[config.mk]
export PLATFORM = sky130hd
export DESIGN_NAME = instr_decode
export DESIGN_NICKNAME = d
export VERILOG_FILES = /design/src/core/instr_decode_pkg.sv /design/src/core/field_split.sv /design/src/core/instr_decode.sv
export SDC_FILE = /design/constraint.sdc
export NUM_CORES = 1
export LEC_CHECK = 0
export BUFFER_PORTS_ARGS = -buffer_cell sky130_fd_sc_hd__buf_2
export CORE_MARGIN = 2
export CORE_UTILIZATION = 54
export CTS_CLUSTER_DIAMETER = 50
export CTS_CLUSTER_SIZE = 16
export DETAILED_ROUTE_END_ITERATION = 6
export PLACE_DENSITY = 0.86
export SKIP_CTS_REPAIR_TIMING = 1
export SYNTH_ARGS = -nofsm -noshare
export SYNTH_HDL_FRONTEND = slang
export SYNTH_SLANG_ARGS = --single-unit
[constraint.sdc]
create_clock -name ref_clk_i -period 7.5 [get_ports ref_clk_i]
set_input_delay 1.125 -clock ref_clk_i [delete_from_list [all_inputs] [get_ports ref_clk_i]]
set_output_delay 1.125 -clock ref_clk_i [all_outputs]
set_load 0.01 [all_outputs]
[src/core/instr_decode_pkg.sv]
// Function
// - Opcode comes from instruction bits one to seven.
// - Bits eight to eleven select register operand.
// - Bits fifteen to thirty-one hold reference address.
// - Bits twelve to fourteen select index register.
// - Zero index field means no indexing, else add.
// - Bit zero set means memory word supplies address.
// - Indirection happens once, never chained further.
// - Opcode byte eighty or above is indirect form.
// - The no-memory class passes address field as control.
// - Immediate operand: no memory access, no indexing.
// - Immediate with bit zero set traps to forty.
// - Immediate twenty-bit field is sign-extended to 32.
// - Unmodified reference address is delivered when unmodified.
// - Indexed sum is effective address for reads, writes.
// - Indirect fetch first, then index is added.
package instr_decode_pkg;

  // ---------------------------------------------------------------
  // Field layout, LSB-numbered: word bit 0 (MSB) is index 31.
  // ---------------------------------------------------------------
  localparam int WORD_W = 32;
  localparam int ADDR_W = 17;
  localparam int OPC_W = 7;
  localparam int REG_SEL_W = 4;
  localparam int IDX_SEL_W = 3;
  localparam int IMM_W = 20;
  localparam int IND_BIT = 31;
  localparam int OPC_HI = 30;
  localparam int OPC_LO = 24;
  localparam int REG_HI = 23;
  localparam int REG_LO = 20;
  localparam int IDX_HI = 19;
  localparam int IDX_LO = 17;
  localparam int ADDR_HI = 16;
  localparam int ADDR_LO = 0;
  localparam int IMM_HI = 19;
  localparam int IMM_LO = 0;
  localparam int IMM_SIGN = 19;

  // Trap vector for an indirect immediate instruction.
  localparam logic [ADDR_W-1:0] TRAP_ADDR = 17'h00040;
  localparam logic [IDX_SEL_W-1:0] NO_INDEX = 3'h0;

  // Instruction class, supplied by the opcode table upstream.
  typedef enum logic [1:0] {
    CLASS_MEMORY,
    CLASS_NO_MEMORY,
    CLASS_IMMEDIATE
  } instr_class_t;

endpackage

[src/core/field_split.sv]
`timescale 1ns/10ps
module field_split (
  input wire logic [31:0] word_i,
  output logic indirect_flag_o,
  output logic [6:0] opcode_o,
  output logic [3:0] reg_sel_o,
  output logic [2:0] idx_sel_o,
  output logic [16:0] ref_addr_o,
  output logic [31:0] imm_value_o
);

  // ---------------------------------------------------------------
  // Pure field extraction; the decoder registers the results.
  // ---------------------------------------------------------------
  assign indirect_flag_o = word_i[instr_decode_pkg::IND_BIT];
  assign opcode_o = word_i[instr_decode_pkg::OPC_HI:instr_decode_pkg::OPC_LO];
  assign reg_sel_o = word_i[instr_decode_pkg::REG_HI:instr_decode_pkg::REG_LO];
  assign idx_sel_o = word_i[instr_decode_pkg::IDX_HI:instr_decode_pkg::IDX_LO];
  assign ref_addr_o = word_i[instr_decode_pkg::ADDR_HI:instr_decode_pkg::ADDR_LO];

  // Sign bit replicated over the upper twelve bits.
  assign imm_value_o = {{(instr_decode_pkg::WORD_W - instr_decode_pkg::IMM_W)
                         {word_i[instr_decode_pkg::IMM_SIGN]}},
                        word_i[instr_decode_pkg::IMM_HI:instr_decode_pkg::IMM_LO]};

endmodule

[src/core/instr_decode.sv]
`timescale 1ns/10ps
module instr_decode (
  input wire logic ref_clk_i,
  input wire logic rst_i,
  input wire logic ce_i,
  // Instruction request from fetch.
  input wire logic instr_valid_i,
  input wire logic [31:0] instr_word_i,
  input wire instr_decode_pkg::instr_class_t instr_class_i,
  output logic instr_ready_o,
  // Index register read port.
  output logic [2:0] idx_rd_sel_o,
  input wire logic [31:0] idx_rd_data_i,
  // Indirect word fetch from memory.
  output logic ind_req_o,
  output logic [16:0] ind_addr_o,
  input wire logic ind_ack_i,
  input wire logic [31:0] ind_data_i,
  // Decoded result.
  output logic done_o,
  output logic [6:0] opcode_o,
  output logic [3:0] reg_sel_o,
  output logic mem_access_o,
  output logic [16:0] eff_addr_o,
  output logic [16:0] ctrl_info_o,
  output logic imm_valid_o,
  output logic [31:0] imm_value_o,
  output logic trap_o,
  output logic [16:0] trap_addr_o
);

  typedef enum logic [1:0] {
    ST_IDLE,
    ST_IND_WAIT,
    ST_DONE
  } state_t;

  // ---------------------------------------------------------------
  // Field split of the incoming word.
  // ---------------------------------------------------------------
  logic f_ind;
  logic [6:0] f_opc;
  logic [3:0] f_reg;
  logic [2:0] f_idx;
  logic [16:0] f_addr;
  logic [31:0] f_imm;

  field_split u_split (
    .word_i(instr_word_i),
    .indirect_flag_o(f_ind),
    .opcode_o(f_opc),
    .reg_sel_o(f_reg),
    .idx_sel_o(f_idx),
    .ref_addr_o(f_addr),
    .imm_value_o(f_imm)
  );

  state_t state_reg, state_next;
  logic [2:0] idx_reg, idx_next;
  logic [16:0] addr_reg, addr_next;
  logic [6:0] opc_reg, opc_next;
  logic [3:0] rsel_reg, rsel_next;
  logic mem_reg, mem_next;
  logic [16:0] ctrl_reg, ctrl_next;
  logic immv_reg, immv_next;
  logic [31:0] imm_reg, imm_next;
  logic trap_reg, trap_next;
  logic done_reg, done_next;
  logic take;
  logic [16:0] idx_add;
  logic [16:0] base_addr;

  assign take = instr_valid_i && (state_reg == ST_IDLE);
  assign instr_ready_o = (state_reg == ST_IDLE);
  assign ind_req_o = (state_reg == ST_IND_WAIT);
  assign ind_addr_o = addr_reg;

  // Index select is held while fetching the indirect word so the
  // register file sees a stable select; it reads combinationally.
  assign idx_rd_sel_o = (state_reg == ST_IDLE) ? f_idx : idx_reg;

  // Index contents, truncated to address width; zero when unindexed.
  always_comb begin
    if (((state_reg == ST_IDLE) ? f_idx : idx_reg) == instr_decode_pkg::NO_INDEX) begin
      idx_add = '0;
    end else begin
      idx_add = idx_rd_data_i[instr_decode_pkg::ADDR_W-1:0];
    end
  end

  // Only the low address bits of the pointer word count, and the
  // pointer's own top bit is ignored so indirection never chains.
  assign base_addr = ind_data_i[instr_decode_pkg::ADDR_W-1:0];

  // ---------------------------------------------------------------
  // Next-state logic.
  // ---------------------------------------------------------------
  always_comb begin
    state_next = state_reg;
    idx_next = idx_reg;
    addr_next = addr_reg;
    opc_next = opc_reg;
    rsel_next = rsel_reg;
    mem_next = mem_reg;
    ctrl_next = ctrl_reg;
    immv_next = immv_reg;
    imm_next = imm_reg;
    trap_next = trap_reg;
    done_next = 1'b0;
    case (state_reg)
      ST_IDLE: begin
        if (take) begin
          opc_next = f_opc;
          rsel_next = f_reg;
          idx_next = f_idx;
          mem_next = 1'b0;
          ctrl_next = '0;
          immv_next = 1'b0;
          imm_next = '0;
          trap_next = 1'b0;
          addr_next = f_addr;
          case (instr_class_i)
            instr_decode_pkg::CLASS_IMMEDIATE: begin
              if (f_ind) begin
                trap_next = 1'b1;
                addr_next = instr_decode_pkg::TRAP_ADDR;
              end else begin
                immv_next = 1'b1;
                imm_next = f_imm;
              end
              state_next = ST_DONE;
            end
            instr_decode_pkg::CLASS_NO_MEMORY: begin
              ctrl_next = f_addr;
              state_next = ST_DONE;
            end
            default: begin
              if (f_ind) begin
                state_next = ST_IND_WAIT;
              end else begin
                mem_next = 1'b1;
                addr_next = 17'(f_addr + idx_add);
                state_next = ST_DONE;
              end
            end
          endcase
        end
      end
      ST_IND_WAIT: begin
        if (ind_ack_i) begin
          mem_next = 1'b1;
          addr_next = 17'(base_addr + idx_add);
          state_next = ST_DONE;
        end
      end
      ST_DONE: begin
        done_next = 1'b1;
        state_next = ST_IDLE;
      end
      default: begin
        state_next = ST_IDLE;
      end
    endcase
  end

  // Registers; clock enable freezes everything.
  always_ff @(posedge ref_clk_i) begin
    if (rst_i) begin
      state_reg <= ST_IDLE;
      idx_reg <= '0;
      addr_reg <= '0;
      opc_reg <= '0;
      rsel_reg <= '0;
      mem_reg <= 1'b0;
      ctrl_reg <= '0;
      immv_reg <= 1'b0;
      imm_reg <= '0;
      trap_reg <= 1'b0;
      done_reg <= 1'b0;
    end else if (ce_i) begin
      state_reg <= state_next;
      idx_reg <= idx_next;
      addr_reg <= addr_next;
      opc_reg <= opc_next;
      rsel_reg <= rsel_next;
      mem_reg <= mem_next;
      ctrl_reg <= ctrl_next;
      immv_reg <= immv_next;
      imm_reg <= imm_next;
      trap_reg <= trap_next;
      done_reg <= done_next;
    end
  end

  // ---------------------------------------------------------------
  // Outputs, all from flip-flops.
  // ---------------------------------------------------------------
  assign done_o = done_reg;
  assign opcode_o = opc_reg;
  assign reg_sel_o = rsel_reg;
  assign mem_access_o = mem_reg;
  assign eff_addr_o = trap_reg ? '0 : addr_reg;
  assign ctrl_info_o = ctrl_reg;
  assign imm_valid_o = immv_reg;
  assign imm_value_o = imm_reg;
  assign trap_o = trap_reg;
  assign trap_addr_o = trap_reg ? addr_reg : '0;
endmodule

==> results_dict.tcl, run 1 <==
set metrics [dict create \
    io_buffer_count 192 \
    power.share.switching_pct 37.5 \
    setup_total_negative_slack_ps 0 \
    netlist_instances 812 \
    fp.dieH_um 108 \
    power.switching_uw 410 \
    critPathMaxFanout 55 \
    powerDensity_nw_per_um2 160 \
    crit_slowest_cell "sky130_fd_sc_hd__nor3_1" \
    n_antenna_cell 0 \
    path_clk_slew_ps 90 \
    grt_pass1_wl_mm 27.0 \
    layout-drive-gt1-share_pct 25.2 \
    critical_path_required_ps 7730 \
    maxSlewViolCount 0 \
    number_of_clock_buffers_inserted_by_tritoncts 9 \
    status "finished, final reports clean" \
    hold_viol_final 0 \
    yosys_warnings 0 \
    number_of_global_route_vias_before_repair 5461 \
    route.detailed.drc 0 \
    timing.final.ws_setup_ps 2960 \
    comb_power_share_pct 34.9 \
    sequential_cell_area_um2 1480 \
    routed-via-count 6466 \
    cts_tree "done" \
    ratio_of_final_minimum_period_to_clock_period_pct 60.5 \
    drt.antenna.violating_nets 0 \
    die_x_um 108 \
    final_common_cell "sky130_fd_sc_hd__buf_2" \
    grtUsageTotal_pct 28.8 \
    number_of_antenna_violations_at_the_first_check_in_global_routing 0 \
    tritoncts_num_sinks 74 \
    num_rows 37 \
    floorplan.initialDensity_pct 56.1 \
    syn_nets 935 \
    endpoint_kind "flip-flop" \
    grt_setup_unrepaired "false" \
    synthDistinctLibCells 79 \
    die_area_um2 11700 \
    cellInternalPower_uw 684 \
    placed_cell_area_um2 6640 \
    clock_tree.htree_level_count 3 \
    drt_iter0_drcs 553 \
    clock_latency_ps 340 \
    synth_area_in_xor_xnor_pct 4.80 \
    seq_power_share_pct 38.6 \
    maxCapViolCount 0 \
    multi_input_area_um2 3930 \
    route.final.wire_length_mm 17.3 \
    io_pins 223 \
    min_path_type "flip-flop to flip-flop" \
    asyncSetResetFlopFracSynth_pct 0 \
    avgSynthCellArea_um2 7.20 \
    areaGrowthSynthToFinish_pct 16.8 \
    synth_top_family_by_area "simple AND/OR/NAND/NOR gates" \
    synth-seq-area-share_pct 25.4 \
    synth_edf_count 0 \
    maxClockFrequency_ghz 0.220 \
    cp_common_cell "sky130_fd_sc_hd__maj3_1" \
    largest_register_ffs 20 \
    layout.cell_area.non_filler_um2 6830 \
    max_stage_delay_ps 390 \
    largest_net_degree_at_the_start_of_global_routing 68 \
    placement.setup.worst_slack_ps 2640 \
    global_route.overflow_total 0 \
    share_clk_of_total_power_pct 26.5 \
    finalSetupViolCount 0 \
    drt_pass1_iterations 5 \
    place.gp.congestion 0.927 \
    total_power_mw 1.09 \
    setup.worst_path.start_class "input port" \
    min_period_ps 4540 \
    most-common-layout-cells "sky130_fd_sc_hd__buf_2, sky130_fd_sc_hd__nand2_1, sky130_fd_sc_hd__a21oi_1, sky130_fd_sc_hd__dfxtp_1, sky130_fd_sc_hd__nand3_1" \
    tightestPinTransition_ps 1040 \
    fp.coreArea_um2 10400 \
    clock_skew_ps 8.14 \
    static_leakage_nw 3.05 \
    synth_compound_area_share_pct 26.4 \
    final_nets 1062 \
    finish.utilization_pct 65.5 \
    synth.cell_area_um2 5840 \
    synthSimpleGateAreaFrac_pct 27.0 \
    worst_slew_margin_rel_pct 30.3 \
    worst-endpoint-arrival_ps 4770 \
    wl_per_cell_um 16.0 \
    detailed_place_hpwl_mm 12.7 \
    detail_route.vias_per_cell 5.99 \
    peakVddDrop_uv 106 \
    number_of_flip_flops_and_latches_in_the_synthesized_netlist 74 \
    fill_cells 1004 \
    worst_path_cell_chain "buf_2 -> nor3_1 -> mux2i_4 -> buf_4 -> and2_1 -> ha_1 -> maj3_1 -> maj3_1 -> o22ai_1 -> nor4_1 -> o221ai_1 -> nand3_2 -> a211oi_1 -> xor2_1 -> o2bb2ai_1" \
    synthAdderAreaFrac_pct 6.02 \
    cts.path.max_buffers 2 \
    cts.root.buffer_cell "sky130_fd_sc_hd__clkbuf_8" \
    critical_path_class "input port to flip-flop" \
    synth.mux.area_fraction_pct 2.96 \
    yosys_most_used_dff "sky130_fd_sc_hd__dfxtp_1" \
]
power groups by stage:
stage / Clock (mW) / Combinational [mW] / Sequential (mW)
after floorplan: 0 / 0.269 / 0.433
after global placement: 0 / 0.369 / 0.431
after CTS: 0.295 / 0.376 / 0.422
final: 0.290 / 0.381 / 0.422
after global routing: 0.314 / 0.420 / 0.424
after detailed placement: 0 / 0.374 / 0.432
metrics by stage:
stage | hold WS (ps) | cells
after floorplan | 460 | 812
after global placement | 435 | 1064
after detailed placement | 440 | 1064
after CTS | 452 | 1080
after global routing | 465 | 1080
final | 450 | 1080
kinds of logic after synthesis:
family                   count (synthesis)
XOR/XNOR                                32
AO/OA/AOI/OAI                          238
adder cells (fa/ha/maj)                 30
buffers and inverters                   98
flip-flops                              74
multiplexers                            15
AND/OR/NAND/NOR                        325
synth_stat cells, drive strengths merged (3+ instances only):
cell type / n / area, um^2
nand3b: 3 / 22.5
nor3: 15 / 75.1
nor2: 57 / 224
a31oi: 18 / 113
buf: 20 / 141
nor4: 3 / 18.8
nor2b: 19 / 119
o221a: 3 / 33.8
clkbuf: 59 / 221
o211a: 5 / 50.1
nand2: 106 / 398
o21ai: 39 / 199
o22ai: 4 / 25.0
a221o: 4 / 40.0
xor2: 8 / 70.1
a21oi: 102 / 514
xnor2: 24 / 210
mux2: 8 / 90.1
nand3: 60 / 305
o221ai: 3 / 26.3
maj3: 10 / 101
a311oi: 6 / 76.3
a221oi: 7 / 67.6
inv: 19 / 71.3
a211oi: 10 / 80.1
a21o: 7 / 52.6
ha: 20 / 250
o211ai: 6 / 45.0
mux2i: 7 / 82.6
and2: 32 / 200
nand2b: 9 / 56.3
nor4bb: 3 / 30.0
dfxtp: 74 / 1480
and3: 5 / 31.3
metal layers:
| metal | track usage, % | vias up | share of wire, % |
|---|---|---|---|
| li1 | - | 3140 | - |
| met1 | 37.8 | 2975 | 42 |
| met2 | 48.2 | 323 | 47 |
| met3 | 5.67 | 28 | 8.6 |
| met4 | 8.15 | 0 | 2.2 |
| met5 | 0 | - | 0 |
worst paths after layout:
path / depth (start not counted) / startpoint / slack (ps) / to
worst min-delay path: 2 / ctrl_info_o[16] / 450 / ctrl_info_o[16]
worst max register to register: 15 / state_reg[0] / 3130 / ind_addr_o[10]
worst max-delay path: 15 / instr_word_i[19] / 2960 / ind_addr_o[13]
worst min register to register: 2 / ctrl_info_o[16] / 450 / ctrl_info_o[16]
area by class of cell:
cell class / instances / share of cell area (%)
timing repair buffer: 195 / 14.4
tap: 136 / 2.49
clock inverter: 7 / 0.898
clock buffer: 9 / 1.81
multi-input combinational: 640 / 57.6
sequential: 74 / 21.7
inverter: 19 / 1.04
critical path: cells and delay by family:
| family | cells | cell delay (ps) |
|---|---|---|
| compound gates | 4 | 860 |
| xor+xnor | 1 | 280 |
| fa+ha+maj | 3 | 1000 |
| buf+inv | 2 | 440 |
| mux | 1 | 110 |
| simple gates | 4 | 950 |
Note: power is estimated with default switching activity, not from simulation.
==> run 2, diff against run 1 <==
- ABC_AREA: unset -> 1
- CORE_UTILIZATION: 54 -> 46
- PLACE_DENSITY: 0.86 -> 0.78
- clock period: 7.5 -> 4.17 ns (I/O delays scaled with it)
==> results_dict.tcl, run 2 <==
set metrics [dict create \
    cts.root.buffer_cell "sky130_fd_sc_hd__clkbuf_16" \
    final_nets 1259 \
    hold_slack_ps 464 \
    peakVddDrop_uv 249 \
    detailed_place_hpwl_mm 15.0 \
    layout-drive-gt1-share_pct 25.7 \
    critical_path_required_ps 4430 \
    min_period_ps 3210 \
    grt_setup_unrepaired "false" \
    number_of_global_route_vias_before_repair 5888 \
    global_route.overflow_total 0 \
    maxCapViolCount 0 \
    synthTopCellsByArea "sky130_fd_sc_hd__dfxtp_1, sky130_fd_sc_hd__nand2_1, sky130_fd_sc_hd__inv_1, sky130_fd_sc_hd__a21oi_1, sky130_fd_sc_hd__nor2_1" \
    number_of_flip_flops_and_latches_in_the_synthesized_netlist 74 \
    worst_path_cell_chain "inv_2 -> nor2_1 -> buf_4 -> inv_1 -> o21ai_0 -> nor2_1 -> nand2_1 -> nor2_4 -> clkinv_1 -> nor2_1 -> nand2_1 -> a21oi_1" \
    io_pins 223 \
    route.detailed.drc 0 \
    min_path_type "flip-flop to flip-flop" \
    power.share.switching_pct 37.9 \
    finish.cell_count_without_fillers 1313 \
    synth.top_cell.area_share_pct 25.1 \
    synth.cell_area_um2 5900 \
    crit_slowest_cell "sky130_fd_sc_hd__nor2_1" \
    place.gp.congestion 0.967 \
    number_of_clock_buffers_inserted_by_tritoncts 9 \
    avgSynthCellArea_um2 6.06 \
    worstReg2RegStart "state_reg[0]" \
    n_antenna_cell 0 \
    min_delay_path_depth 2 \
    worst-r2r-cell-count 12 \
    synth.top_cells.by_count "sky130_fd_sc_hd__nand2_1, sky130_fd_sc_hd__inv_1, sky130_fd_sc_hd__nor2_1" \
    synthDistinctLibCells 43 \
    route.final.wire_length_mm 19.0 \
    timing.critical_path.from "state_reg[0]" \
    num_rows 41 \
    wl_per_cell_um 14.5 \
    hold_viol_final 0 \
    powerDensity_nw_per_um2 328 \
    tritoncts_num_sinks 74 \
    synth_most_common_cell "sky130_fd_sc_hd__nand2_1" \
    drt_pass1_iterations 5 \
    fp.dieH_um 117 \
    synth_edf_count 0 \
    endpoint_kind "flip-flop" \
    max_stage_delay_ps 450 \
    yosys_warnings 0 \
    drt.antenna.violating_nets 0 \
    areaGrowthSynthToFinish_pct 21.6 \
    largest_register_ffs 20 \
    asyncSetResetFlopFracSynth_pct 0 \
    worst-endpoint-arrival_ps 3470 \
    syn_nets 1097 \
    critical_path.n_buffers_inverters 4 \
    die_area_um2 13700 \
    comb_power_share_pct 35.0 \
    yosys_most_used_dff "sky130_fd_sc_hd__dfxtp_1" \
    setup.worst_path.start_class "flip-flop" \
    clock_latency_ps 340 \
    cts.path.max_buffers 2 \
    clock_tree.htree_level_count 3 \
    critPathMaxFanout 18 \
    power.switching_uw 891 \
    ratio_of_final_minimum_period_to_clock_period_pct 76.9 \
    maxSlewViolCount 0 \
    floorplan.initialDensity_pct 46.9 \
    setup_total_negative_slack_ps 0 \
    cp_common_cell "sky130_fd_sc_hd__nor2_1" \
    synthDominantAreaCellType "sky130_fd_sc_hd__dfxtp_1" \
    io_buffer_count 192 \
    share_clk_of_total_power_pct 31.4 \
    crit-reg2reg-capture "imm_value_o[18]" \
    grt_pass1_wl_mm 28.8 \
    static_leakage_nw 4.05 \
    tightestPinTransition_ps 1140 \
    seq_power_share_pct 33.6 \
    clock_skew_ps 7.78 \
    worstHoldStart "imm_value_o[15]" \
    path_clk_slew_ps 60 \
    reg2reg_slack_ps 960 \
    maxClockFrequency_ghz 0.312 \
    most-common-layout-cells "sky130_fd_sc_hd__nand2_1, sky130_fd_sc_hd__buf_2, sky130_fd_sc_hd__inv_1, sky130_fd_sc_hd__nor2_1, sky130_fd_sc_hd__a21oi_1" \
    synth-seq-area-share_pct 25.1 \
    number_of_antenna_violations_at_the_first_check_in_global_routing 1 \
    largest_net_degree_at_the_start_of_global_routing 54 \
    critical_path_class "flip-flop to flip-flop" \
    place.detailed.instances 1297 \
    drt_iter0_drcs 646 \
    hold_path_end "imm_value_o[15]" \
    status "finished, final reports clean" \
    routed-via-count 6830 \
    grtUsageTotal_pct 27.1 \
    timing.critical_path.max_delay_family "simple AND/OR/NAND/NOR gates" \
    finalSetupViolCount 0 \
    final_common_cell "sky130_fd_sc_hd__nand2_1" \
    worst_slew_margin_rel_pct 23.8 \
    detail_route.vias_per_cell 5.20 \
    fp.coreArea_um2 12600 \
    netlist_instances 974 \
    die_x_um 117 \
    cellInternalPower_mw 1.46 \
    cts_tree "done" \
]
## run 2: changes by cell type after synthesis, moves of 30 or more
cell | previous run | this run
sky130_fd_sc_hd__o21ai_0 | 36 | 73
sky130_fd_sc_hd__and2_1 | 32 | 0
sky130_fd_sc_hd__nand2_2 | 0 | 30
sky130_fd_sc_hd__nor2_1 | 55 | 102
sky130_fd_sc_hd__inv_1 | 19 | 131
sky130_fd_sc_hd__clkbuf_1 | 59 | 26
sky130_fd_sc_hd__nand2_1 | 106 | 223
## run 2: layout make-up
class	instances	area, um^2
multi-input cells	704	3620
fillers	1260	5400
well taps	172	215
clock buffers	10	239
clock inverters	6	50.0
repair buffers	199	1010
flip-flops and latches	74	1480
inverters	148	556
## run 2: cells by family after synthesis
family,share of synthesized area [%]
AOI/OAI and AO/OA,20.0
xor gates and xnor gates,1.78
adders and majority gates,4.24
buffers and inverters,13.6
DFF,25.1
and+or+nand+nor,35.2
## run 2: worst reg2reg max path, stage by stage, from the launching register on
cell	delay, ps
sky130_fd_sc_hd__dfxtp_1	380
sky130_fd_sc_hd__inv_2	150
sky130_fd_sc_hd__nor2_1	60
sky130_fd_sc_hd__buf_4	200
sky130_fd_sc_hd__inv_1	390
sky130_fd_sc_hd__o21ai_0	220
sky130_fd_sc_hd__nor2_1	120
sky130_fd_sc_hd__nand2_1	310
sky130_fd_sc_hd__nor2_4	200
sky130_fd_sc_hd__clkinv_1	410
sky130_fd_sc_hd__nor2_1	450
sky130_fd_sc_hd__nand2_1	110
sky130_fd_sc_hd__a21oi_1	140
## run 2: power by group through the flow
stage | Clock (mW) | Combinational [mW] | Sequential (mW)
after floorplan | 0 | 0.536 | 0.820
after global placement | 0 | 0.803 | 0.804
after detailed placement | 0 | 0.809 | 0.805
after CTS | 0.745 | 0.813 | 0.790
after global routing | 0.779 | 0.926 | 0.797
final | 0.737 | 0.822 | 0.791
## run 2: through the flow
step	power, mW	utilization, %	setup slack [ps]	cell area, um^2
3_5_place_dp	1.61	54.8	998	6880
2_1_floorplan	1.36	-	1520	5900
5_1_grt	2.50	57.1	584	7170
3_3_place_gp	1.61	54.8	1020	6880
4_1_cts	2.35	57.1	977	7170
6_report	2.35	57.1	963	7170
## run 2: worst max path at each step
stage	end	cells past startpoint
global placement	ind_addr_o[15]	21
finish	imm_value_o[18]	12
floorplan	ind_addr_o[13]	16
CTS	imm_value_o[18]	12
detailed placement	ind_addr_o[15]	21
global route	imm_value_o[6]	12
## run 2: layer usage
metal  vias to the layer above  share of wire (%)  GRT usage, %
met5                         -                  0             0
met4                         0                2.9          9.57
met3                        40                8.2          6.18
met2                       280                 46          45.1
met1                      3070                 42          34.5
li1                       3440                  -             -
